===== src/verilog/lbm_regs.svh =====
// Register offsets, field positions, reset values and timing counts of the bar meter block
`ifndef LBM_REGS_SVH
`define LBM_REGS_SVH
// ****************************************************************
// Register byte offsets
// ****************************************************************
// Word indices; the byte offset on the bus is four times the index
`define LBM_MODE_IDX      8'h04
`define LBM_GROUP_IDX     8'h0a
`define LBM_THR_IDX       8'h0c
`define LBM_STATUS_IDX    8'h0d
`define LBM_MODE_OFFS     (`LBM_MODE_IDX << 2)
`define LBM_GROUP_OFFS    (`LBM_GROUP_IDX << 2)
`define LBM_THR_OFFS      (`LBM_THR_IDX << 2)
`define LBM_STATUS_OFFS   (`LBM_STATUS_IDX << 2)
// ****************************************************************
// Mode register fields
// ****************************************************************
`define LBM_MODE_GHOST_BIT   2
`define LBM_MODE_MUSIC_BIT   3
`define LBM_MODE_RESET       32'h0000_0000
// ****************************************************************
// Group register fields
// ****************************************************************
`define LBM_GRP_COL_LSB      0
`define LBM_GRP_PAIR_LSB     4
`define LBM_WHOLE_MATRIX_GROUP_EN_BIT      6
`define LBM_GROUP_RESET      32'h0000_0000
`define LBM_THR_RESET        32'h0000_0000
// ****************************************************************
// Timing
// ****************************************************************
`define LBM_DEAD_CLKS        4
`define LBM_DISCH_CLKS       2
`define LBM_STEP_CLKS        16
`define LBM_THR_STEP_NS      1000
`define LBM_CLK_NS           20
`endif


===== src/verilog/lbm_pkg.sv =====
// Types shared by the bar meter block
package lbm_pkg;
   // Row scan sequencer states, Gray coded along the usual path
   typedef enum logic [1:0] {
      LBM_SCAN   = 2'b00,
      LBM_DEAD_A = 2'b01,
      LBM_DISCH  = 2'b11,
      LBM_DEAD_B = 2'b10
   } lbm_scan_e;
   typedef logic [15:0] lbm_led_t;
endpackage


===== src/verilog/lbm_ctrl.sv =====
// Bar meter and ghost discharge controller with AXI4-Lite registers
`timescale 1ns/1ps
`include "lbm_regs.svh"
// Contract
// - Any group enable overrides per-LED music sync
// - Four single-column group enables
// - Single column lights rows bottom up, odd thresholds
// - Two column-pair group enables
// - Pair: odd columns first, then even
// - One whole-matrix group enable
// - Whole matrix adds two LEDs per step
// - Ghost discharge enable bit
// - Discharge low while disabled
// - Discharge two clocks inside four-clock dead time
// - Cathodes at half supply while discharging
// - Auto threshold steps eight levels upward
// - Music sync defaults to auto threshold
module lbm_ctrl #(
   parameter int STEP_CLKS = `LBM_STEP_CLKS   // Scan step length in clocks
) (
   input  wire logic        CLK,            // 50 MHz clock
   input  wire logic        RST_B,          // Async reset, active low
   input  wire logic [7:0]  S_AXI_AWADDR,   // Write address
   input  wire logic        S_AXI_AWVALID,  // Write address valid
   output logic             S_AXI_AWREADY,  // Write address ready
   input  wire logic [31:0] S_AXI_WDATA,    // Write data
   input  wire logic [3:0]  S_AXI_WSTRB,    // Write strobes
   input  wire logic        S_AXI_WVALID,   // Write data valid
   output logic             S_AXI_WREADY,   // Write data ready
   output logic [1:0]       S_AXI_BRESP,    // Write response
   output logic             S_AXI_BVALID,   // Write response valid
   input  wire logic        S_AXI_BREADY,   // Write response ready
   input  wire logic [7:0]  S_AXI_ARADDR,   // Read address
   input  wire logic        S_AXI_ARVALID,  // Read address valid
   output logic             S_AXI_ARREADY,  // Read address ready
   output logic [31:0]      S_AXI_RDATA,    // Read data
   output logic [1:0]       S_AXI_RRESP,    // Read response
   output logic             S_AXI_RVALID,   // Read data valid
   input  wire logic        S_AXI_RREADY,   // Read data ready
   input  wire logic [15:0] MELODY_LED_ON,  // Per-LED music sync map
   input  wire logic [15:0] OTHER_LED_ON,   // Map from other LED modes
   output logic [15:0]      LED_ON,         // Final LED on map
   output logic [2:0]       THR_LEVEL,      // Threshold level minus one
   output logic             AUTO_THR,       // Auto threshold active
   output logic [1:0]       ROW_SCAN_STEP,  // Active scan row
   output logic             SCAN_DEAD,      // Dead time between scan steps
   output logic             GHOST_DISCHARGE,// Ghost discharge control
   output logic             CATHODE_HALF    // Cathodes forced to half supply
);
   // ****************************************************************
   // Reset synchroniser
   // ****************************************************************
   logic rst_meta_ff;   // First stage
   logic rst_sync_ff;   // Synchronised reset, active low
   always_ff @(posedge CLK or negedge RST_B) begin
      if (!RST_B) begin
         rst_meta_ff <= 1'b0;
         rst_sync_ff <= 1'b0;
      end else begin
         rst_meta_ff <= 1'b1;
         rst_sync_ff <= rst_meta_ff;
      end
   end
   wire rst_n = rst_sync_ff;   // Design reset, active low

   // ****************************************************************
   // Register bus
   // ****************************************************************
   logic [31:0] mode_ff,  nxt_mode;     // Mode register
   logic [31:0] group_ff, nxt_group;    // Group enables
   logic [31:0] thr_ff,   nxt_thr;      // Fixed threshold select
   logic        aw_ff, nxt_aw;          // Write address held
   logic        w_ff,  nxt_w;           // Write data held
   logic [7:0]  awa_ff, nxt_awa;        // Held write address
   logic [31:0] wd_ff, nxt_wd;          // Held write data
   logic [3:0]  ws_ff, nxt_ws;          // Held strobes
   logic        bv_ff, nxt_bv;          // Write response valid
   logic [1:0]  br_ff, nxt_br;          // Write response code
   logic        rv_ff, nxt_rv;          // Read valid
   logic [31:0] rd_ff, nxt_rd;          // Read data
   logic [1:0]  rr_ff, nxt_rr;          // Read response code
   logic [2:0]  lvl_ff, nxt_lvl;        // Threshold level
   logic        bar_act;                // Any group enabled

   // Byte lane merge
   function automatic logic [31:0] merge(input logic [31:0] old, input logic [31:0] nw,
                                         input logic [3:0] be);
      for (int i = 0; i < 4; i++)
         merge[8*i +: 8] = be[i] ? nw[8*i +: 8] : old[8*i +: 8];
   endfunction

   // Address decode: is the offset mapped
   function automatic logic mapped(input logic [7:0] a);
      mapped = (a == `LBM_MODE_OFFS) || (a == `LBM_GROUP_OFFS) ||
               (a == `LBM_THR_OFFS) || (a == `LBM_STATUS_OFFS);
   endfunction

   assign S_AXI_AWREADY = !aw_ff && !bv_ff;
   assign S_AXI_WREADY  = !w_ff && !bv_ff;
   assign S_AXI_ARREADY = !rv_ff;
   assign S_AXI_BVALID  = bv_ff;
   assign S_AXI_BRESP   = br_ff;
   assign S_AXI_RVALID  = rv_ff;
   assign S_AXI_RDATA   = rd_ff;
   assign S_AXI_RRESP   = rr_ff;

   // Next state of the bus slave and registers
   always_comb begin
      logic        do_wr;
      logic [7:0]  wa;
      logic [31:0] wdat;
      logic [3:0]  wbe;
      do_wr     = 1'b0;
      wa        = awa_ff;
      wdat      = wd_ff;
      wbe       = ws_ff;
      nxt_mode  = mode_ff;
      nxt_group = group_ff;
      nxt_thr   = thr_ff;
      nxt_aw    = aw_ff;
      nxt_w     = w_ff;
      nxt_awa   = awa_ff;
      nxt_wd    = wd_ff;
      nxt_ws    = ws_ff;
      nxt_bv    = bv_ff;
      nxt_br    = br_ff;
      nxt_rv    = rv_ff;
      nxt_rd    = rd_ff;
      nxt_rr    = rr_ff;
      // Capture address and data in either order
      if (S_AXI_AWVALID && S_AXI_AWREADY) begin
         nxt_aw  = 1'b1;
         nxt_awa = S_AXI_AWADDR;
      end
      if (S_AXI_WVALID && S_AXI_WREADY) begin
         nxt_w  = 1'b1;
         nxt_wd = S_AXI_WDATA;
         nxt_ws = S_AXI_WSTRB;
      end
      wa   = nxt_awa;
      wdat = nxt_wd;
      wbe  = nxt_ws;
      if (nxt_aw && nxt_w && !bv_ff) begin
         do_wr  = 1'b1;
         nxt_aw = 1'b0;
         nxt_w  = 1'b0;
         nxt_bv = 1'b1;
         nxt_br = mapped(wa) ? 2'b00 : 2'b10;
      end
      if (bv_ff && S_AXI_BREADY)
         nxt_bv = 1'b0;
      // Register writes
      if (do_wr) begin
         case (wa)
            `LBM_MODE_OFFS:  nxt_mode  = merge(mode_ff, wdat, wbe);
            `LBM_GROUP_OFFS: nxt_group = merge(group_ff, wdat, wbe);
            `LBM_THR_OFFS:   nxt_thr   = merge(thr_ff, wdat, wbe);
            default:         nxt_thr   = thr_ff;
         endcase
      end
      // Reads
      if (rv_ff && S_AXI_RREADY)
         nxt_rv = 1'b0;
      if (S_AXI_ARVALID && S_AXI_ARREADY) begin
         nxt_rv = 1'b1;
         nxt_rr = mapped(S_AXI_ARADDR) ? 2'b00 : 2'b10;
         case (S_AXI_ARADDR)
            `LBM_MODE_OFFS:   nxt_rd = {28'h0, mode_ff[3:2], 2'h0};
            `LBM_GROUP_OFFS:  nxt_rd = {25'h0, group_ff[6:0]};
            `LBM_THR_OFFS:    nxt_rd = {24'h0, thr_ff[7:0]};
            `LBM_STATUS_OFFS: nxt_rd = {26'h0, GHOST_DISCHARGE, bar_act, AUTO_THR, lvl_ff};
            default:          nxt_rd = 32'h0;
         endcase
      end
   end

   // Register bank flip-flops
   always_ff @(posedge CLK or negedge rst_n) begin
      if (!rst_n) begin
         mode_ff  <= `LBM_MODE_RESET;
         group_ff <= `LBM_GROUP_RESET;
         thr_ff   <= `LBM_THR_RESET;
         aw_ff    <= 1'b0;
         w_ff     <= 1'b0;
         awa_ff   <= 8'h00;
         wd_ff    <= 32'h0;
         ws_ff    <= 4'h0;
         bv_ff    <= 1'b0;
         br_ff    <= 2'h0;
         rv_ff    <= 1'b0;
         rd_ff    <= 32'h0;
         rr_ff    <= 2'h0;
      end else begin
         mode_ff  <= nxt_mode;
         group_ff <= nxt_group;
         thr_ff   <= nxt_thr;
         aw_ff    <= nxt_aw;
         w_ff     <= nxt_w;
         awa_ff   <= nxt_awa;
         wd_ff    <= nxt_wd;
         ws_ff    <= nxt_ws;
         bv_ff    <= nxt_bv;
         br_ff    <= nxt_br;
         rv_ff    <= nxt_rv;
         rd_ff    <= nxt_rd;
         rr_ff    <= nxt_rr;
      end
   end

   // ****************************************************************
   // Field decode
   // ****************************************************************
   wire       ghost_discharge_en    = mode_ff[`LBM_MODE_GHOST_BIT];
   wire       music_sync_en         = mode_ff[`LBM_MODE_MUSIC_BIT];
   wire [3:0] col_group_en          = group_ff[`LBM_GRP_COL_LSB +: 4];
   wire [1:0] pair_group_en         = group_ff[`LBM_GRP_PAIR_LSB +: 2];
   wire       whole_matrix_group_en = group_ff[`LBM_WHOLE_MATRIX_GROUP_EN_BIT];
   wire [7:0] threshold_select      = thr_ff[7:0];
   assign bar_act = |{col_group_en, pair_group_en, whole_matrix_group_en};

   // ****************************************************************
   // Threshold sequencer
   // ****************************************************************
   localparam int THR_CYC = (`LBM_THR_STEP_NS + `LBM_CLK_NS - 1) / `LBM_CLK_NS;
   logic [7:0] tdiv_ff, nxt_tdiv;   // Step prescaler
   logic [2:0] fixed_lvl;           // Lowest set fixed bit

   // Auto sweep or fixed pick
   always_comb begin
      fixed_lvl = 3'h0;
      for (int i = 7; i >= 0; i--)
         if (threshold_select[i])
            fixed_lvl = 3'(i);
      AUTO_THR = music_sync_en && (threshold_select == 8'h00);
      nxt_tdiv = tdiv_ff;
      nxt_lvl  = lvl_ff;
      if (!AUTO_THR) begin
         nxt_tdiv = 8'h00;
         nxt_lvl  = fixed_lvl;
      end else if (tdiv_ff == 8'(THR_CYC - 1)) begin
         nxt_tdiv = 8'h00;
         nxt_lvl  = lvl_ff + 3'h1;
      end else begin
         nxt_tdiv = tdiv_ff + 8'h01;
      end
   end

   // Sequencer flip-flops
   always_ff @(posedge CLK or negedge rst_n) begin
      if (!rst_n) begin
         tdiv_ff <= 8'h00;
         lvl_ff  <= 3'h0;
      end else begin
         tdiv_ff <= nxt_tdiv;
         lvl_ff  <= nxt_lvl;
      end
   end
   assign THR_LEVEL = lvl_ff;

   // ****************************************************************
   // Bar meter mapping
   // ****************************************************************
   lbm_pkg::lbm_led_t bar_on;    // Bar meter LED map
   lbm_pkg::lbm_led_t bar_own;   // Bar meter owned LEDs
   logic [15:0]       led_ff, nxt_led;

   lbm_pattern u_pattern (
      .level   (lvl_ff),
      .col_en  (col_group_en),
      .pair_en (pair_group_en),
      .all_en  (whole_matrix_group_en),
      .led_on  (bar_on),
      .led_own (bar_own)
   );

   // Merge bar meter with melody and other modes
   always_comb begin
      for (int i = 0; i < 16; i++) begin
         if (bar_own[i])
            nxt_led[i] = bar_on[i];
         else if (bar_act)
            nxt_led[i] = OTHER_LED_ON[i];
         else
            nxt_led[i] = (music_sync_en & MELODY_LED_ON[i]) | OTHER_LED_ON[i];
      end
   end

   // ****************************************************************
   // Row scan and ghost discharge
   // ****************************************************************
   lbm_pkg::lbm_scan_e st_ff, nxt_st;   // Scan state
   logic [7:0]         cnt_ff, nxt_cnt; // Cycle counter in state
   logic [1:0]         row_ff, nxt_row; // Active row
   logic               dis_ff, nxt_dis; // Discharge output

   // Scan: step, dead clock, two discharge clocks, dead clock
   always_comb begin
      nxt_st  = st_ff;
      nxt_cnt = cnt_ff + 8'h01;
      nxt_row = row_ff;
      case (st_ff)
         lbm_pkg::LBM_SCAN: begin
            if (cnt_ff == 8'(STEP_CLKS - 1)) begin
               nxt_st  = lbm_pkg::LBM_DEAD_A;
               nxt_cnt = 8'h00;
            end
         end
         lbm_pkg::LBM_DEAD_A: begin
            nxt_st  = lbm_pkg::LBM_DISCH;
            nxt_cnt = 8'h00;
         end
         lbm_pkg::LBM_DISCH: begin
            if (cnt_ff == 8'(`LBM_DISCH_CLKS - 1)) begin
               nxt_st  = lbm_pkg::LBM_DEAD_B;
               nxt_cnt = 8'h00;
            end
         end
         lbm_pkg::LBM_DEAD_B: begin
            nxt_st  = lbm_pkg::LBM_SCAN;
            nxt_cnt = 8'h00;
            nxt_row = row_ff + 2'h1;
         end
         default: begin
            nxt_st  = lbm_pkg::LBM_SCAN;
            nxt_cnt = 8'h00;
         end
      endcase
      nxt_dis = ghost_discharge_en && (nxt_st == lbm_pkg::LBM_DISCH);
   end

   // Scan flip-flops
   always_ff @(posedge CLK or negedge rst_n) begin
      if (!rst_n) begin
         st_ff  <= lbm_pkg::LBM_SCAN;
         cnt_ff <= 8'h00;
         row_ff <= 2'h0;
         dis_ff <= 1'b0;
         led_ff <= 16'h0;
      end else begin
         st_ff  <= nxt_st;
         cnt_ff <= nxt_cnt;
         row_ff <= nxt_row;
         dis_ff <= nxt_dis;
         led_ff <= nxt_led;
      end
   end

   assign LED_ON          = led_ff;
   assign ROW_SCAN_STEP   = row_ff;
   assign SCAN_DEAD       = (st_ff != lbm_pkg::LBM_SCAN);
   assign GHOST_DISCHARGE = dis_ff;
   assign CATHODE_HALF    = dis_ff;

   // ****************************************************************
   // Assertions
   // ****************************************************************
   property p_dis_off;
      @(posedge CLK) disable iff (!rst_n) !ghost_discharge_en |=> !GHOST_DISCHARGE;
   endproperty
   a_dis_off: assert property (p_dis_off) else $error("Discharge while disabled");

   property p_dis_two;
      @(posedge CLK) disable iff (!rst_n)
         ($rose(GHOST_DISCHARGE) && ghost_discharge_en && $past(ghost_discharge_en))
         |-> SCAN_DEAD ##1 (GHOST_DISCHARGE && SCAN_DEAD) ##1 (!GHOST_DISCHARGE && SCAN_DEAD);
   endproperty
   a_dis_two: assert property (p_dis_two) else $error("Discharge not two dead clocks");

   property p_dead_len;
      @(posedge CLK) disable iff (!rst_n) $rose(SCAN_DEAD) |-> SCAN_DEAD [*4] ##1 !SCAN_DEAD;
   endproperty
   a_dead_len: assert property (p_dead_len) else $error("Dead time not four clocks");

   property p_half;
      @(posedge CLK) disable iff (!rst_n)
         CATHODE_HALF == ((st_ff == lbm_pkg::LBM_DISCH) && $past(ghost_discharge_en));
   endproperty
   a_half: assert property (p_half) else $error("Cathode level not tied to discharge");

   property p_bar_prio;
      @(posedge CLK) disable iff (!rst_n)
         (whole_matrix_group_en && lvl_ff == 3'h0 && $stable(group_ff)) |=> (LED_ON[3:0] == 4'hc);
   endproperty
   a_bar_prio: assert property (p_bar_prio) else $error("Whole matrix level one wrong");

   property p_sweep;
      @(posedge CLK) disable iff (!rst_n)
         (AUTO_THR && tdiv_ff == 8'(THR_CYC - 1) && $stable(mode_ff) && $stable(thr_ff))
         |=> (THR_LEVEL == $past(THR_LEVEL) + 3'h1);
   endproperty
   a_sweep: assert property (p_sweep) else $error("Auto threshold did not step");

   property p_auto_def;
      @(posedge CLK) disable iff (!rst_n)
         (music_sync_en && threshold_select == 8'h00 && tdiv_ff != 8'(THR_CYC - 1))
         |=> (tdiv_ff == $past(tdiv_ff) + 8'h01);
   endproperty
   a_auto_def: assert property (p_auto_def) else $error("Auto threshold not default");

   property p_col_even;
      @(posedge CLK) disable iff (!rst_n)
         (col_group_en[0] && !pair_group_en[0] && !whole_matrix_group_en && lvl_ff == 3'h1
          && $stable(group_ff)) |=> (LED_ON[3:0] == 4'h8);
   endproperty
   a_col_even: assert property (p_col_even) else $error("Threshold two column pattern");

   property p_own;
      @(posedge CLK) disable iff (!rst_n)
         (bar_act && !bar_own[15] && $stable(group_ff) && $stable(OTHER_LED_ON))
         |=> (LED_ON[15] == $past(OTHER_LED_ON[15]));
   endproperty
   a_own: assert property (p_own) else $error("Ungrouped LED altered");
endmodule // lbm_ctrl


===== src/verilog/lbm_pattern.sv =====
// Bar meter pattern generator: LED map from threshold level and group enables
`timescale 1ns/1ps
`include "lbm_regs.svh"
module lbm_pattern (
   input  wire logic [2:0]      level,     // Threshold level minus one
   input  wire logic [3:0]      col_en,    // Single-column group enables
   input  wire logic [1:0]      pair_en,   // Column-pair group enables
   input  wire logic            all_en,    // Whole-matrix group enable
   output lbm_pkg::lbm_led_t    led_on,    // LED on map, bit 4*col+row (row 0 = A)
   output lbm_pkg::lbm_led_t    led_own    // LEDs owned by the bar meter
);
   // Rows lit in a column, bottom up, for a count of 0..4
   function automatic logic [3:0] rows_up(input logic [2:0] n);
      case (n)
         3'h0:    rows_up = 4'h0;
         3'h1:    rows_up = 4'h8;
         3'h2:    rows_up = 4'hc;
         3'h3:    rows_up = 4'he;
         default: rows_up = 4'hf;
      endcase
   endfunction

   logic [3:0] single_col;   // Single column rows
   logic [3:0] pair_a;       // Columns 1 and 3 rows
   logic [3:0] pair_b;       // Columns 2 and 4 rows
   logic [3:0] lvl;          // Threshold 1..8

   // Combinational pattern build
   always_comb begin
      lvl        = {1'b0, level} + 4'h1;
      single_col = rows_up(3'(level[2:1] + 2'h0) + 3'h1);
      pair_a     = rows_up(lvl > 4'h4 ? 3'h4 : lvl[2:0]);
      pair_b     = rows_up(lvl > 4'h4 ? 3'(lvl - 4'h4) : 3'h0);
      led_on     = '0;
      led_own    = '0;
      for (int c = 0; c < 4; c++) begin
         if (col_en[c]) begin
            led_on[4*c +: 4]  = single_col;
            led_own[4*c +: 4] = 4'hf;
         end
         if (pair_en[c/2]) begin
            led_on[4*c +: 4]  = (c % 2 == 0) ? pair_a : pair_b;
            led_own[4*c +: 4] = 4'hf;
         end
         if (all_en) begin
            if (lvl > 4'(2*c + 1))
               led_on[4*c +: 4] = 4'hf;
            else if (lvl == 4'(2*c + 1))
               led_on[4*c +: 4] = 4'hc;
            else
               led_on[4*c +: 4] = 4'h0;
            led_own[4*c +: 4] = 4'hf;
         end
      end
   end
endmodule // lbm_pattern


===== config.mk =====
export PLATFORM = sky130hd
export DESIGN_NAME = lbm_ctrl
export DESIGN_NICKNAME = d
export VERILOG_FILES = /design/src/verilog/lbm_pkg.sv /design/src/verilog/lbm_ctrl.sv /design/src/verilog/lbm_pattern.sv
export VERILOG_INCLUDE_DIRS = /design/src /design/src/verilog
export SDC_FILE = /design/constraint.sdc
export NUM_CORES = 1
export LEC_CHECK = 0
export BUFFER_PORTS_ARGS = -buffer_cell sky130_fd_sc_hd__buf_2
export CORE_ASPECT_RATIO = 0.75
export CORE_MARGIN = 2
export CORE_UTILIZATION = 40
export CTS_CLUSTER_SIZE = 16
export DETAILED_ROUTE_END_ITERATION = 16
export PLACE_DENSITY = 0.76
export SYNTH_ARGS = -nofsm -noshare
export SYNTH_HDL_FRONTEND = slang
export SYNTH_SLANG_ARGS = --single-unit

===== constraint.sdc =====
create_clock -name CLK -period 3 [get_ports CLK]
set_input_delay 0.45 -clock CLK [delete_from_list [all_inputs] [get_ports CLK]]
set_output_delay 0.45 -clock CLK [all_outputs]
set_load 0.01 [all_outputs]

==> results.sh <==
export IMPL_cp_start_kind="flip-flop"
export IMPL_setup_violations=0
export IMPL_place_hpwl_microns=8080
export IMPL_portBuffers=103
export IMPL_syn_cell_area_sq_mm=0.00471
export IMPL_area_growth_syn_to_layout_pct=18.1
export IMPL_worstPathRequired_ps=3220
export IMPL_clock_root_buffer="clkbuf_16"
export IMPL_critical_path_cell_chain="ha_1, nand2_1, o21ai_1, nand2_1, nor2_1, o22ai_1"
export IMPL_stdcell_area_sq_mm=0.00556
export IMPL_drtPass1Iterations=4
export IMPL_initial_core_util_pct=40.8
export IMPL_fin_ws_ps=637
export IMPL_combPwrFrac_pct=29.9
export IMPL_ys_seq_area_share_pct=47.8
export IMPL_drv_cap=0
export IMPL_finalPower_mw=4.09
export IMPL_htree_levels=3
export IMPL_worst_pin_slew_ps=1110
export IMPL_worstSetupPathType="reg2reg"
export IMPL_num_antenna_cells=0
export IMPL_ys_ff_latch=90
export IMPL_regToRegSetupSlack_ps=640
export IMPL_cp_common_cell="nand2_1"
export IMPL_instances_no_fill=726
export IMPL_skew_ps=4.67
export IMPL_worst_r2r_endpoint="LED_ON[7]"
export IMPL_fmax_ghz=0.423
export IMPL_p_leak_nw=2.61
export IMPL_seqPwrFrac_pct=42.7
export IMPL_ioPinCount=157
export IMPL_slew_limit_headroom_pct=25.9
export IMPL_tns_ps=0
export IMPL_avgSynthCellArea_sq_um=10.2
export IMPL_cts_setup_buffers=0
export IMPL_peakVddDrop_mv=0.499
export IMPL_reg2reg_from="THR_LEVEL[0]"
export IMPL_grt_pass1_vias=3700
export IMPL_post_drt_via_cell_ratio=5.07
export IMPL_p_clk_share_pct=27.4
export IMPL_post_cts_resized=0
export IMPL_place_area_sq_mm=0.00525
export IMPL_num_vias=3684
export IMPL_final_layout_size_suffix_gt1_share_pct=30.1
export IMPL_clock_sinks=90
export IMPL_die_w_microns=129
export IMPL_multi_input_area_sq_mm=0.00217
export IMPL_slew_violations=0
export IMPL_slowest_delay_ps=630
export IMPL_synthArstFlopShare_pct=100
export IMPL_cts_inserted_buffers=9
export IMPL_seq_area_sq_mm=0.00226
export IMPL_finalCritPeriodShare_pct=78.8
export IMPL_detail_route_wl_per_cell_microns=15.0
export IMPL_cts_tree="done"
export IMPL_grt_max_degree=89
export IMPL_coreArea_sq_mm=0.0115
export IMPL_crit_end="LED_ON[7]"
export IMPL_hold_buffers=1
export IMPL_grt_pass1_wl_microns=17800
export IMPL_final_hold_viol_count=0
export IMPL_period_minus_slack_ps=2360
export IMPL_n_fill_cell=1074
export IMPL_hold_path_class="in2reg"
export IMPL_ant_nets=0
export IMPL_synth_edf_count=0
export IMPL_rsz0062_at_grt="no"
export IMPL_rows=34
export IMPL_dieHeight_microns=97.9
export IMPL_grt_overflow=0
export IMPL_worstSetupStartpoint="THR_LEVEL[0]"
export IMPL_crit_path_end_kind="flip-flop"
export IMPL_synth_cell_type_count=58
export IMPL_status="finished, final reports clean"
export IMPL_antenna_found_initial=0
export IMPL_fin_nets=657
export IMPL_post_route_drc_count=0
export IMPL_cts_clk_slew_worst_paths_ps=60
export IMPL_critical_path_max_fanout=12
export IMPL_post_place_cells=709
export IMPL_crit_path_top_delay_cell="dfrtp_1"
export IMPL_gp_congestion=0.913
export IMPL_initialDrtViolationCount=248
export IMPL_synth_ff_type="dfrtp_1"
export IMPL_switching_power_mw=1.40
export IMPL_track_usage_pct=17.9
export IMPL_worstSkewPairLatency_ps=350
export IMPL_dieArea_sq_mm=0.0127
export IMPL_reg2reg_depth=6
export IMPL_switching_share_pct=34.1
export IMPL_arrival_ps=2590
export IMPL_postSynthCellCount=461
export IMPL_yosys_warnings=0
export IMPL_p_per_area_mw_per_mm2=737
export IMPL_routed_wl_microns=10900
export IMPL_clockBufferDepth=2
export IMPL_internal_power_mw=2.70
export IMPL_dp_slack_ps=674
==> power groups by stage <==
stage | registers [mW] | clock network, mW | logic (mW)
finish | 1.75 | 1.12 | 1.22
global route | 1.79 | 1.21 | 1.36
CTS | 1.74 | 1.15 | 1.23
detailed placement | 1.77 | 0 | 1.23
global placement | 1.74 | 0 | 1.18
floorplan | 1.72 | 0 | 0.872
==> registers in the layout, summed over array words and instances (netlist names), 2 cells and up <==
name and count:
ROW_SCAN_STEP 2, LED_ON 16, THR_LEVEL 3, group_ff 7, mode_ff 2, thr_ff 8
tdiv_ff 8, S_AXI_RDATA 8, awa_ff 8, cnt_ff 8, wd_ff 8, st_ff 2
==> logic make-up after synthesis <==
kind of cell	count (synthesis)	synth area share (%)
fa+ha+maj	7	1.86
buf+inv	66	8.05
simple gates	142	15.6
other cells	2	0.160
compound gates	99	14.1
mux	38	9.22
xor+xnor	17	3.16
flops	90	47.8
==> stage by stage <==
| step | hold WS (ps) | utilization [%] |
|---|---|---|
| 3_3_place_gp | 236 | 45.6 |
| 4_1_cts | 273 | 48.2 |
| 6_report | 282 | 48.2 |
| 5_1_grt | 279 | 48.2 |
| 2_1_floorplan | 154 | - |
| 3_5_place_dp | 239 | 45.6 |
==> layout by cell type, fill, tap and decap left out, drive strengths merged, types with 4 or more instances in the layout <==
cell    netlist  layout
a211oi       19      19
a21oi        19      19
a22o          6       6
a22oi         7       7
a31oi         5       5
a32oi         6       6
and3          5       5
buf          33     108
clkbuf       14      10
conb          2      27
dfrtp        90      90
ha            7       7
inv          19      20
mux2         37      37
nand2        19      19
nand3        13      13
nor2         52      52
nor2b         7       7
nor3         12      12
nor3b         6       6
nor4          7       7
o21ai        19      19
o22ai         6       6
or3           4       4
xnor2        11      11
xor2          6       6
==> cells in the mapped netlist (11+ instances only) <==
| cell | count | area [sq um] |
|---|---|---|
| a21oi_1 | 19 | 95.1 |
| mux2_2 | 35 | 394 |
| nor2_1 | 51 | 191 |
| nand3_1 | 12 | 60.1 |
| clkbuf_1 | 14 | 52.6 |
| a211oi_1 | 18 | 135 |
| o21ai_0 | 16 | 80.1 |
| nor3_1 | 12 | 60.1 |
| dfrtp_1 | 90 | 2250 |
| buf_4 | 29 | 218 |
| xnor2_1 | 11 | 96.3 |
| nand2_1 | 19 | 71.3 |
| inv_1 | 19 | 71.3 |
==> worst min-delay path by stage <==
stage                  from           end  depth (start not counted)
3_3_place_gp          RST_B   rst_meta_ff                          1
6_report       S_AXI_RREADY  S_AXI_RVALID                          2
4_1_cts        S_AXI_RREADY  S_AXI_RVALID                          2
5_1_grt        S_AXI_BREADY  S_AXI_BVALID                          2
3_5_place_dp          RST_B   rst_meta_ff                          1
2_1_floorplan         RST_B   rst_meta_ff                          0
==> layer usage <==
| layer | GRT usage (%) | vias up | part of all wire [%] |
|---|---|---|---|
| li1 | - | 1779 | - |
| met1 | 21.8 | 1767 | 43 |
| met2 | 29.5 | 125 | 49 |
| met3 | 6.52 | 13 | 7.8 |
| met4 | 6.27 | 0 | 1.1 |
| met5 | 0 | - | 0 |
==> final cells by class <==
class | count | area share [%]
Sequential cell | 90 | 40.6
Multi-Input combinational cell | 330 | 39.0
Clock inverter | 6 | 1.19
Timing Repair Buffer | 109 | 10.1
Tap cell | 162 | 3.65
Inverter | 19 | 1.28
Clock buffer | 10 | 4.12
==> critical path, delay by kind of cell (launching register included) <==
family                   cells  cell delay, ps
flip-flops                   1             630
AND/OR/NAND/NOR              3             550
adder cells (fa/ha/maj)      1             520
AO/OA/AOI/OAI                2             550
(Power assumes the default switching activity.)
